<file path="src/sar_adc_params.svh">
// constants for the converter control and serial readout block
`ifndef SAR_ADC_PARAMS_SVH
`define SAR_ADC_PARAMS_SVH
`define CLK_HZ     10000000
`define MS_DIV     1000
`define PWRUP_MS   40
`define CNT_W      20
`define CNT_ONE    20'h00001
`define CAL_CYC    20'h00800
`define BIT_WAIT   20'h00003
`define RES_W      14
`define MSB_IDX    4'hd
`define STOP12     4'h2
`define STOP14     4'h0
`define SH_LEN14   4'hd
`define SH_LEN12   4'hb
`define ACC_W      24
`define ACC_N_W    11
`define ACC_ONE    11'h001
`define LOG2_W     4
`define LOG2_MAX   4'ha
`define SYN_W      9
`define SYN_CNV    0
`define SYN_SCLK   1
`define SYN_COMP   2
`define SYN_RECAL  3
`define SYN_RES12  4
`define SYN_LOG2   5
`define LEN_W      8
`endif

</file>
<file path="src/sar_adc_pkg.sv">
// types shared by the converter control block
`default_nettype none
`include "sar_adc_params.svh"
package sar_adc_pkg;
   typedef enum logic [2:0] {ST_PWRUP, ST_CAL, ST_STBY, ST_CONV, ST_HOLD} state_t;
   typedef struct packed {
      logic              res12;
      logic [`RES_W-1:0] code;
   } word_t;
endpackage
`default_nettype wire

</file>
<file path="src/sar_adc_ctrl.sv">
// conversion control, averaging and serial readout of the sar converter
`timescale 1ns/10ps
`default_nettype none
`include "sar_adc_params.svh"

// Overview of operation
// - after power-up wait about 40 ms, then self-calibrate offset, gain, linearity
// - once the power-up sequence ends, sit in low-current standby acquiring input
// - a rising edge on convert_start starts a new conversion
// - convert_start low after completion puts the result on serial_data_out
// - conversion is paced by the internal clock, independent of the serial clock
// - a recalibrate command at any time leads to a fresh self-calibration
// - accumulator integrates up to 1024 results and averages them
// - 14-bit or 12-bit results; with averaging off (acc_log2_i of 0), each from the conversion just completed
// - three-wire link with busy indicator; host keeps serial clock below 5 MHz, half the 10 MHz internal clock
module sar_adc_ctrl #(
   parameter int unsigned PWRUP_CYC = `PWRUP_MS * (`CLK_HZ / `MS_DIV)
) (
   input  wire logic              clock_i,
   input  wire logic              rst_i,
   input  wire logic              convert_start_i,
   input  wire logic              sclk_i,
   input  wire logic              comp_i,
   input  wire logic              recal_i,
   input  wire logic              res12_i,
   input  wire logic [`LOG2_W-1:0] acc_log2_i,
   output logic      [`RES_W-1:0] dac_o,
   output logic                   busy_o,
   output logic                   acq_o,
   output logic                   serial_data_out_o,
   output logic                   serial_data_out_oe_o
);

   // ==========================================================
   // pin synchronisers
   logic [`SYN_W-1:0] raw;
   wire  [`SYN_W-1:0] syn;
   logic [2:0]        edge_r;

   assign raw = {acc_log2_i, res12_i, recal_i, comp_i, sclk_i, convert_start_i};

   // two flops per pin; first stage feeds only the second
   genvar gi;
   generate
      for (gi = 0; gi < `SYN_W; gi = gi + 1) begin : g_sync
         logic s1_r;
         logic s2_r;
         always_ff @(posedge clock_i) begin
            if (rst_i) begin
               s1_r <= 1'b0;
               s2_r <= 1'b0;
            end else begin
               s1_r <= raw[gi];
               s2_r <= s1_r;
            end
         end
         assign syn[gi] = s2_r;
      end
   endgenerate

   // previous synced levels for edge detection
   always_ff @(posedge clock_i) begin
      if (rst_i)
         edge_r <= 3'h0;
      else
         edge_r <= {syn[`SYN_RECAL], syn[`SYN_SCLK], syn[`SYN_CNV]};
   end

   logic              cnv_rise;
   logic              cnv_fall;
   logic              sclk_fall;
   logic              recal_rise;
   logic [`LOG2_W-1:0] log2c;

   // edges of the sampled pins; slow link clock is found by sampling
   assign cnv_rise   = syn[`SYN_CNV] & ~edge_r[0];
   assign cnv_fall   = ~syn[`SYN_CNV] & edge_r[0];
   assign sclk_fall  = ~syn[`SYN_SCLK] & edge_r[1];
   assign recal_rise = syn[`SYN_RECAL] & ~edge_r[2];
   // counts above the limit clamp so the divider stays in range
   assign log2c = (syn[`SYN_LOG2 +: `LOG2_W] > `LOG2_MAX) ? `LOG2_MAX
                : syn[`SYN_LOG2 +: `LOG2_W];

   // ==========================================================
   // conversion control
   sar_adc_pkg::state_t state_r, state_nxt;
   logic [`CNT_W-1:0]   cnt_r, cnt_nxt;
   logic [`LOG2_W-1:0]  bit_r, bit_nxt;
   logic [`RES_W-1:0]   trial_r, trial_nxt;
   logic                res12_r, res12_nxt;
   logic                pend_r, pend_nxt;
   logic [`ACC_W-1:0]   acc_r, acc_nxt;
   logic [`ACC_N_W-1:0] accn_r, accn_nxt;
   sar_adc_pkg::word_t  hold_r, hold_nxt;
   logic                busy_r, busy_nxt;
   logic                acq_r, acq_nxt;
   logic                push_rdy;

   logic [`LOG2_W-1:0]  stop_c;
   logic [`RES_W-1:0]   t_c;
   logic [`RES_W-1:0]   code_fin;
   logic [`ACC_W-1:0]   acc_sum;
   logic [`ACC_N_W-1:0] acc_tgt;

   // bit decision of the current trial and the finished code
   always_comb begin
      stop_c = res12_r ? `STOP12 : `STOP14;
      t_c = trial_r;
      if (!syn[`SYN_COMP])
         t_c[bit_r] = 1'b0;
      if (bit_r != stop_c)
         t_c[bit_r - 1'b1] = 1'b1;
      code_fin = t_c >> stop_c;
      acc_sum  = acc_r + `ACC_W'(code_fin);
      acc_tgt  = `ACC_ONE << log2c;
   end

   // next state of the sequencer
   always_comb begin
      state_nxt = state_r;
      cnt_nxt   = cnt_r;
      bit_nxt   = bit_r;
      trial_nxt = trial_r;
      res12_nxt = res12_r;
      pend_nxt  = pend_r | recal_rise;  // a new request beats the clear
      acc_nxt   = acc_r;
      accn_nxt  = accn_r;
      hold_nxt  = hold_r;
      case (state_r)
         sar_adc_pkg::ST_PWRUP: begin
            res12_nxt = syn[`SYN_RES12];  // variant strap caught after reset
            if (cnt_r == '0) begin
               state_nxt = sar_adc_pkg::ST_CAL;
               cnt_nxt   = `CAL_CYC - `CNT_ONE;
               pend_nxt  = recal_rise;
            end else begin
               cnt_nxt = cnt_r - `CNT_ONE;
            end
         end
         sar_adc_pkg::ST_CAL: begin
            if (cnt_r == '0)
               state_nxt = sar_adc_pkg::ST_STBY;
            else
               cnt_nxt = cnt_r - `CNT_ONE;
         end
         sar_adc_pkg::ST_STBY: begin
            if (pend_r) begin
               state_nxt = sar_adc_pkg::ST_CAL;
               cnt_nxt   = `CAL_CYC - `CNT_ONE;
               pend_nxt  = recal_rise;
               acc_nxt   = '0;
               accn_nxt  = '0;
            end else if (cnv_rise) begin
               state_nxt = sar_adc_pkg::ST_CONV;
               bit_nxt   = `MSB_IDX;
               trial_nxt = '0;
               trial_nxt[`MSB_IDX] = 1'b1;
               cnt_nxt   = `BIT_WAIT;
            end
         end
         sar_adc_pkg::ST_CONV: begin
            // paced only by clock_i; serial clock plays no part
            if (cnt_r != '0) begin
               cnt_nxt = cnt_r - `CNT_ONE;
            end else begin
               trial_nxt = t_c;
               cnt_nxt   = `BIT_WAIT;
               if (bit_r != stop_c) begin
                  bit_nxt = bit_r - 1'b1;
               end else if (accn_r + 1'b1 >= acc_tgt) begin
                  hold_nxt.res12 = res12_r;
                  hold_nxt.code  = `RES_W'(acc_sum >> log2c);
                  acc_nxt   = '0;
                  accn_nxt  = '0;
                  state_nxt = sar_adc_pkg::ST_HOLD;
               end else begin
                  acc_nxt   = acc_sum;
                  accn_nxt  = accn_r + 1'b1;
                  state_nxt = sar_adc_pkg::ST_STBY;
               end
            end
         end
         sar_adc_pkg::ST_HOLD: begin
            // waits here while the buffer is full so no word is lost
            if (push_rdy)
               state_nxt = sar_adc_pkg::ST_STBY;
         end
         default: state_nxt = sar_adc_pkg::ST_PWRUP;
      endcase
      busy_nxt = state_nxt != sar_adc_pkg::ST_STBY;
      acq_nxt  = state_nxt == sar_adc_pkg::ST_STBY;
   end

   always_ff @(posedge clock_i) begin
      if (rst_i) begin
         state_r <= sar_adc_pkg::ST_PWRUP;
         cnt_r   <= `CNT_W'(PWRUP_CYC) - `CNT_ONE;
         bit_r   <= '0;
         trial_r <= '0;
         res12_r <= 1'b0;
         pend_r  <= 1'b0;
         acc_r   <= '0;
         accn_r  <= '0;
         hold_r  <= '0;
         busy_r  <= 1'b1;
         acq_r   <= 1'b0;
      end else begin
         state_r <= state_nxt;
         cnt_r   <= cnt_nxt;
         bit_r   <= bit_nxt;
         trial_r <= trial_nxt;
         res12_r <= res12_nxt;
         pend_r  <= pend_nxt;
         acc_r   <= acc_nxt;
         accn_r  <= accn_nxt;
         hold_r  <= hold_nxt;
         busy_r  <= busy_nxt;
         acq_r   <= acq_nxt;
      end
   end

   // ==========================================================
   // two-entry result buffer
   sar_adc_pkg::word_t buf_r [2];
   sar_adc_pkg::word_t buf_nxt [2];
   logic       wp_r, wp_nxt, rp_r, rp_nxt;
   logic [1:0] fill_r, fill_nxt;
   logic       push, pop;

   assign push_rdy = fill_r != 2'h2;
   assign push     = (state_r == sar_adc_pkg::ST_HOLD) & push_rdy;
   // drained when the host lowers convert_start
   assign pop      = cnv_fall & (fill_r != 2'h0);

   always_comb begin
      buf_nxt  = buf_r;
      wp_nxt   = wp_r;
      rp_nxt   = rp_r;
      fill_nxt = fill_r;
      if (push) begin
         buf_nxt[wp_r] = hold_r;
         wp_nxt = ~wp_r;
      end
      if (pop)
         rp_nxt = ~rp_r;
      if (push & ~pop)
         fill_nxt = fill_r + 2'h1;
      else if (pop & ~push)
         fill_nxt = fill_r - 2'h1;
   end

   always_ff @(posedge clock_i) begin
      if (rst_i) begin
         buf_r  <= '{default: '0};
         wp_r   <= 1'b0;
         rp_r   <= 1'b0;
         fill_r <= 2'h0;
      end else begin
         buf_r  <= buf_nxt;
         wp_r   <= wp_nxt;
         rp_r   <= rp_nxt;
         fill_r <= fill_nxt;
      end
   end

   // ==========================================================
   // serial shifter
   logic [`RES_W-1:0]  sh_r, sh_nxt;
   logic [`LOG2_W-1:0] left_r, left_nxt;
   logic               sdo_r, sdo_nxt;
   logic               oe_r, oe_nxt;
   logic [`RES_W-1:0]  head_al;

   // left-align the 12-bit word so the msb always sits on top
   assign head_al = buf_r[rp_r].res12 ? (buf_r[rp_r].code << `STOP12)
                  : buf_r[rp_r].code;

   always_comb begin
      sh_nxt   = sh_r;
      left_nxt = left_r;
      sdo_nxt  = sdo_r;
      oe_nxt   = oe_r;
      if (pop) begin
         sh_nxt   = head_al;
         sdo_nxt  = head_al[`RES_W-1];
         left_nxt = buf_r[rp_r].res12 ? `SH_LEN12 : `SH_LEN14;
         oe_nxt   = 1'b1;
      end else if (sclk_fall && acq_r && oe_r && left_r != '0) begin
         sh_nxt   = sh_r << 1;
         sdo_nxt  = sh_r[`RES_W-2];
         left_nxt = left_r - 1'b1;
      end
      if (cnv_rise)
         oe_nxt = 1'b0;  // line released while converting
   end

   always_ff @(posedge clock_i) begin
      if (rst_i) begin
         sh_r   <= '0;
         left_r <= '0;
         sdo_r  <= 1'b0;
         oe_r   <= 1'b0;
      end else begin
         sh_r   <= sh_nxt;
         left_r <= left_nxt;
         sdo_r  <= sdo_nxt;
         oe_r   <= oe_nxt;
      end
   end

   assign dac_o                = trial_r;
   assign busy_o               = busy_r;
   assign acq_o                = acq_r;
   assign serial_data_out_o    = sdo_r;
   assign serial_data_out_oe_o = oe_r;

   // ==========================================================
   // checks
   logic [`CNT_W-1:0] up_cnt_r;
   logic [`LEN_W-1:0] len_r;

   // helper counters: power-up dwell and conversion length
   always_ff @(posedge clock_i) begin
      if (rst_i) begin
         up_cnt_r <= '0;
         len_r    <= '0;
      end else begin
         if (state_r == sar_adc_pkg::ST_PWRUP)
            up_cnt_r <= up_cnt_r + `CNT_ONE;
         len_r <= (state_r == sar_adc_pkg::ST_CONV) ? len_r + 1'b1 : '0;
      end
   end

   property p_pwrup;
      @(posedge clock_i) disable iff (rst_i)
      $fell(state_r == sar_adc_pkg::ST_PWRUP) |->
         up_cnt_r == `CNT_W'(PWRUP_CYC) && state_r == sar_adc_pkg::ST_CAL;
   endproperty
   a_pwrup: assert property (p_pwrup) else $error("power-up wait wrong");

   property p_stby;
      @(posedge clock_i) disable iff (rst_i)
      (state_r == sar_adc_pkg::ST_CAL && cnt_r == '0) |=>
         state_r == sar_adc_pkg::ST_STBY && acq_o && !busy_o;
   endproperty
   a_stby: assert property (p_stby) else $error("no standby after cal");

   property p_start;
      @(posedge clock_i) disable iff (rst_i)
      (state_r == sar_adc_pkg::ST_STBY && cnv_rise && !pend_r) |=>
         state_r == sar_adc_pkg::ST_CONV && busy_o && dac_o[`RES_W-1];
   endproperty
   a_start: assert property (p_start) else $error("start edge missed");

   property p_present;
      @(posedge clock_i) disable iff (rst_i)
      pop |=> serial_data_out_oe_o && serial_data_out_o == $past(head_al[`RES_W-1]);
   endproperty
   a_present: assert property (p_present) else $error("result not shown");

   property p_pace;
      @(posedge clock_i) disable iff (rst_i)
      $fell(state_r == sar_adc_pkg::ST_CONV) |->
         int'(len_r) == (int'(`MSB_IDX) - int'(stop_c) + 1) * (int'(`BIT_WAIT) + 1);
   endproperty
   a_pace: assert property (p_pace) else $error("conversion length wrong");

   property p_recal;
      @(posedge clock_i) disable iff (rst_i)
      (state_r == sar_adc_pkg::ST_STBY && pend_r) |=>
         state_r == sar_adc_pkg::ST_CAL ##1 busy_o;
   endproperty
   a_recal: assert property (p_recal) else $error("recal ignored");

   property p_accum;
      @(posedge clock_i) disable iff (rst_i)
      state_r == sar_adc_pkg::ST_STBY |-> accn_r < acc_tgt || log2c != $past(log2c);
   endproperty
   a_accum: assert property (p_accum) else $error("accumulator overrun");

   property p_nolat;
      @(posedge clock_i) disable iff (rst_i)
      (state_r == sar_adc_pkg::ST_CONV && cnt_r == '0 && bit_r == stop_c
         && acc_tgt == `ACC_ONE) |=>
         state_r == sar_adc_pkg::ST_HOLD && hold_r.code == $past(code_fin);
   endproperty
   a_nolat: assert property (p_nolat) else $error("stale result");

   property p_busy;
      @(posedge clock_i) disable iff (rst_i)
      busy_o != (state_r == sar_adc_pkg::ST_STBY);
   endproperty
   a_busy: assert property (p_busy) else $error("busy flag wrong");

   property p_shift;
      @(posedge clock_i) disable iff (rst_i)
      (!pop && sclk_fall && acq_r && oe_r && left_r != '0) |=>
         serial_data_out_o == $past(sh_r[`RES_W-2]) && left_r == $past(left_r) - 1'b1;
   endproperty
   a_shift: assert property (p_shift) else $error("bad shift");

endmodule
`default_nettype wire

</file>
<file path="config.mk">
export PLATFORM = sky130hd
export DESIGN_NAME = sar_adc_ctrl
export DESIGN_NICKNAME = d
export VERILOG_FILES = /design/src/sar_adc_pkg.sv /design/src/sar_adc_ctrl.sv
export VERILOG_INCLUDE_DIRS = /design/src
export SDC_FILE = /design/constraint.sdc
export NUM_CORES = 1
export LEC_CHECK = 0
export ABC_AREA = 1
export BUFFER_PORTS_ARGS = -buffer_cell sky130_fd_sc_hd__buf_2
export CORE_UTILIZATION = 35
export DETAILED_ROUTE_END_ITERATION = 10
export SYNTH_ARGS = -nofsm -noshare
export SYNTH_HDL_FRONTEND = slang
export SYNTH_SLANG_ARGS = --single-unit
</file>
<file path="constraint.sdc">
create_clock -name clock_i -period 6.65 [get_ports clock_i]
set_clock_uncertainty 0.1 [all_clocks]
set_input_delay 0.665 -clock clock_i [delete_from_list [all_inputs] [get_ports clock_i]]
set_output_delay 0.665 -clock clock_i [all_outputs]
set_load 0.03 [all_outputs]
</file>
==> flow_summary.toml, run 1 <==
[yosys]
synth.avg_cell_area_um2 = 6.55
synth.distinct_cells = 55
synth_largest_area_cell = "dfxtp_1"
syn_inst = 1510
ys_seq_area_share_pct = 34.2
synthTopCellsByArea = "dfxtp_1, nand2_1, o21ai_0"
syn_area_mm2 = 0.00990
synth.top_cell.area_share_pct = 34.2
syn_nets = 1555
ys_seq_elements = 169
ys_warn_count = 0

[global_routing]
grtUsageMet3_pct = 3.40
busiest_layer = "met2"
met1_usage_pct = 23.9
gr-total-overflow = 0
antenna_found_initial = 1
grt_pass1_wl_um = 43700
grt_pass1_vias = 8926
met2_usage_pct = 31.9
grt.total_usage_pct = 18.6
grt_max_degree = 77

[detailed_routing]
drt_iter0_drc = 757
wl_per_cell_um = 13.5
wl_um = 25700
route.detailed.drc = 0
dr_total_vias = 9448
dr.pass1.iters = 5
vias_per_cell = 4.98
ant_nets = 0

[power_and_ir_drop]
ir_drop_uv = 180
p_total_uw = 2160
power_density_mw_per_mm2 = 197
leakagePower_uw = 0.00485

[clocking]
ctsHoldBuffers = 0
root_buffer = "clkbuf_16"
post_cts_buffers = 0
cts_tree = "yes"
htreeDepth = 4
cts_buffer_depth = 2
cts_sinks = 169
worst_skew_pair.late_latency_ps = 440
path_clk_slew_ps = 70
numCtsBuffers = 17
cts_resized = 0

[critical_path]
worstPathRequired_ps = 6900
startpoint_type = "register"
path_class = "register to register"
r2r_cells = 15
crit_path_max_fanout = 35
worstReg2RegEnd = "acc_r[18]"
timing.rr.start = "g_sync[8].s2_r"
r2r_slack_ps = 1840
arrival_ps = 5060
endpoint_kind = "register"

[run]
timing.max_cap.violations = 0

[place]
dp_hpwl_um = 18700
placed_cells = 1867
place.gp.congestion = 0.895
dp_slack_ps = 1940
placed_area_mm2 = 0.0103
portBuffers = 28

[timing]
totalNegativeSetupSlack_ps = 0
min_period_over_period_pct = 72.4
worst_slack_ps = 1840
fmax_mhz = 208
hold_viol_final = 0
relSlewSlack_pct = 18.7
rsz0062_at_grt = "false"
worst_pin_slew_ps = 1220
timing.final.crit_period_ps = 4810
setup_viol = 0
final_max_slew_viol_count = 0

[final_layout]
final_cell_mix = "nand2_1, inv_1, dfxtp_1"
fillers = 3057
syn_to_final_growth_pct = 10.6
multi_input_area_mm2 = 0.00556
regArea_mm2 = 0.00338
layout-drive-gt1-share_pct = 7.30
design_area_mm2 = 0.0109
final_cells = 1899
antenna_cells = 0
final_nets = 1553
final_common_cell = "nand2_1"

[outcome]
status = "finished clean"

[floorplan]
start_util_pct = 35.6
pin_count = 29
row_count = 61
core_mm2 = 0.0278
die_w_um = 170
die_h_um = 170
die-area_mm2 = 0.0290

[hold_path]
min_to = "g_sync[5].s2_r"
hold_path.class = "register to register"
min_path_cells = 2
min_from = "g_sync[5].s1_r"
==> critical path: stages (launching register included) <==
cell and delay, ps:
dfxtp_1 740, nand2_1 160, nand2_1 590, inv_1 550, nand2_1 160, inv_1 180
nand2_1 110, ha_1 260, a21oi_1 160, nor2_1 50, a211oi_1 200, nand4_1 450
nor3_4 270, buf_4 400, nand3_1 150, a21oi_1 190
==> cells by family after synthesis <==
kind of cell | Yosys count | synth area share [%]
adder cells (fa/ha/maj) | 34 | 4.37
multiplexers | 5 | 0.506
buffers and inverters | 246 | 9.75
AO/OA/AOI/OAI | 333 | 18.5
AND/OR/NAND/NOR | 690 | 29.8
XOR/XNOR | 33 | 2.92
flip-flops | 169 | 34.2
==> synthesized netlist by cell type (all sizes together) <==
cell and count:
a22oi 16, xnor2 10, nor3 14, nand2 354, clkbuf 30, nor4 2, and3 1, a31oi 5
clkinv 1, buf 25, nor2 169, or2 6, and2 3, a21o 1, xor2 23, o211ai 7
nand3b 3, a21oi 129, a32oi 1, ha 33, mux2i 5, nor3b 3, dfxtp 169, o211a 4
a2111oi 1, nand3 122, o21ai 157, a221oi 4, inv 190, o21bai 2, a211oi 2, o2111ai 1
o311ai 1, fa 1, nand4 12, o31ai 2, or3 1
==> area by class of cell <==
| class | instances | share of cell area (%) |
|---|---|---|
| multi-input combinational | 1095 | 50.8 |
| sequential | 169 | 30.9 |
| inverter | 191 | 6.55 |
| tap | 378 | 4.32 |
| clock buffer | 17 | 3.89 |
| clock inverter | 15 | 1.86 |
| timing repair buffer | 34 | 1.69 |
==> sequential cells by signal, indices dropped and copies added (netlist names), 2 cells and up <==
name / flops
cnt_r: 20
hold_r: 15
buf_r: 30
dac_o: 14
state_r: 3
acc_r: 24
g_sync.s1_r: 9
left_r: 4
fill_r: 2
sh_r: 13
g_sync.s2_r: 9
edge_r: 3
accn_r: 11
bit_r: 4
==> stage by stage <==
step / hold WS (ps) / utilization (%)
4_1_cts: 297 / 39.4
5_1_grt: 308 / 39.4
3_5_place_dp: 294 / 37.1
6_report: 302 / 39.4
2_1_floorplan: 288 / -
3_3_place_gp: 291 / 37.1
==> worst max-delay path by stage <==
stage | to | startpoint | slack [ps]
after floorplan | hold_r[3] | bit_r[1] | 3150
after global placement | hold_r[4] | g_sync[8].s2_r | 1950
after detailed placement | hold_r[4] | g_sync[8].s2_r | 1940
after CTS | acc_r[18] | g_sync[8].s2_r | 1910
after global routing | acc_r[18] | g_sync[8].s2_r | 1290
final | acc_r[18] | g_sync[8].s2_r | 1840
==> where the power goes <==
part | leakage (uW) | switching, uW | total (uW) | internal [uW]
registers | 0.00137 | 4.97 | 1020 | 1020
clock network | 0.000303 | 523 | 1050 | 525
logic | 0.00318 | 60.9 | 85.3 | 24.4
total | 0.00485 | 588 | 2160 | 1570
==> layer usage <==
layer / wire (um) / vias up / part of all wire [%]
met1: 12000 / 4323 / 47
met5: 0 / - / 0
li1: - / 4928 / -
met4: 376 / 0 / 1.5
met2: 12200 / 166 / 48
met3: 1070 / 31 / 4.2
(Power assumes the default switching activity.)
==> run 2, diff against run 1 <==
==> constraint.sdc (replaced) <==
create_clock -name clock_i -period 4.2 [get_ports clock_i]
set_clock_uncertainty 0.1 [all_clocks]
set_input_delay 0.42 -clock clock_i [delete_from_list [all_inputs] [get_ports clock_i]]
set_output_delay 0.42 -clock clock_i [all_outputs]
set_load 0.03 [all_outputs]
==> run 2 against run 1 <==
Compared with the run above: final cell count rose by 0.84%; setup slack got worse by 1500 ps; sequential power rose by 59%; register-to-register slack got worse by 1500 ps; worst hold slack got worse by 230 ps; sequential share of layout area fell by 0.35 points; critical endpoint is now hold_r[12]; largest cell class unchanged; highest routed layer unchanged.
==> flow_summary.toml, run 2 (synthesized netlist as in run 1, its figures left out) <==
[outcome]
status = "finished clean"

[timing]
fmax_mhz = 262
min_period_over_period_pct = 90.9
worst_slack_ps = 381
hold_viol_final = 0
timing.final.crit_period_ps = 3820
setup_viol = 0
relSlewSlack_pct = 26.2
final_max_slew_viol_count = 0
worst_pin_slew_ps = 1110
whs_ps = 70.4

[clocking]
htreeDepth = 4
root_buffer = "clkbuf_16"
cts_sinks = 169
worst_skew_pair.late_latency_ps = 450
ctsHoldBuffers = 0
numCtsBuffers = 17
cts_tree = "yes"
cts_buffer_depth = 2
path_clk_slew_ps = 80

[hold_path]
hold_path.class = "primary input to register"

[place]
portBuffers = 28
dp_hpwl_um = 18100
place.gp.congestion = 0.900
dp_slack_ps = 263
placed_area_mm2 = 0.0104

[floorplan]
die-area_mm2 = 0.0290
start_util_pct = 35.6
die_w_um = 170
die_h_um = 170
core_mm2 = 0.0278
row_count = 61
pin_count = 29

[final_layout]
layout-drive-gt1-share_pct = 8.65
top_regs = "buf_r: 30 flops, acc_r: 24 flops, cnt_r: 20 flops"
largest-register = "buf_r"
syn_to_final_growth_pct = 11.9
design_area_mm2 = 0.0111
final_cell_mix = "nand2_1, inv_1, dfxtp_1"
antenna_cells = 0
final_common_cell = "nand2_1"
final_nets = 1569
largest_reg_flops = 30

[detailed_routing]
drt_iter0_drc = 594
route.detailed.drc = 0
ant_nets = 0
dr_total_vias = 9429
wl_per_cell_um = 13.1
vias_per_cell = 4.92
dr.pass1.iters = 5
wl_um = 25100

[critical_path]
endpoint_kind = "register"
path_class = "register to register"
crit_path_max_fanout = 5
worstPathRequired_ps = 4440
arrival_ps = 4060
startpoint_type = "register"

[power_and_ir_drop]
ir_drop_uv = 308
leakagePower_uw = 0.00493
p_total_uw = 3380
power_density_mw_per_mm2 = 305

[global_routing]
grt.total_usage_pct = 18.0
grt_pass1_vias = 8893
gr-total-overflow = 0
grt_pass1_wl_um = 42400
antenna_found_initial = 0
grt_max_degree = 76

[run]
timing.max_cap.violations = 0
==> run 2: final cells by class <==
type	count	area [um2]
clock inverters	15	186
repair buffers	50	305
inverters	191	717
flip-flops and latches	169	3380
clock buffers	17	425
fillers	2991	16700
multi-input cells	1095	5580
well taps	378	473
==> run 2: timing repair <==
action,4_1_cts,5_1_grt
buffers inserted,0,2
setup endpoints to repair,0,12
resized for setup,0,13
==> run 2: routing by layer <==
| metal | up-vias | global-route usage (%) | share of wire, % |
|---|---|---|---|
| met2 | 159 | 30.5 | 47 |
| met4 | 0 | 5.25 | 1.1 |
| met3 | 24 | 3.14 | 3.3 |
| li1 | 4965 | - | - |
| met1 | 4281 | 23.2 | 48 |
| met5 | - | 0 | 0 |
==> run 2: stage by stage <==
| stage | cells | setup TNS, ps | utilization (%) |
|---|---|---|---|
| 5_1_grt | 1915 | -7.46 | 39.8 |
| 2_1_floorplan | 1510 | 0 | - |
| 4_1_cts | 1913 | 0 | 39.7 |
| 3_5_place_dp | 1881 | 0 | 37.5 |
| 6_report | 1915 | 0 | 39.8 |
| 3_3_place_gp | 1881 | 0 | 37.5 |
==> run 2: path summary, 6_finish.rpt <==
path             startpoint  slack [ps]             end  cells after the start
max reg2reg        bit_r[2]         380      hold_r[12]                     25
max                bit_r[2]         380      hold_r[12]                     25
min                  sclk_i          70  g_sync[1].s1_r                      3
min reg2reg  g_sync[8].s1_r         300  g_sync[8].s2_r                      2
==> run 2: critical path, stage by stage, from the launching register on <==
cell and delay [ps]:
dfxtp_1 440, nor2_1 140, nand3_1 140, buf_4 170
nand2_1 140, o31ai_4 230, nand2_1 70, o21ai_1 90
ha_2 240, inv_1 60, fa_1 410, nand3b_1 170
nand2_1 100, nand2_1 90, nand2_1 120, nand2_1 90
nand2_1 130, nand2_1 80, nand2_1 60, nand2_1 100
nand2_1 100, nand3_1 70, nand3_1 110, nand3_1 80
nor2_1 120, nor2_1 40
==> run 2: where the power goes <==
| part | total, uW | internal [uW] | switching [uW] |
|---|---|---|---|
| clock network | 1620 | 852 | 767 |
| registers | 1620 | 1610 | 5.36 |
| logic | 139 | 41.8 | 96.9 |
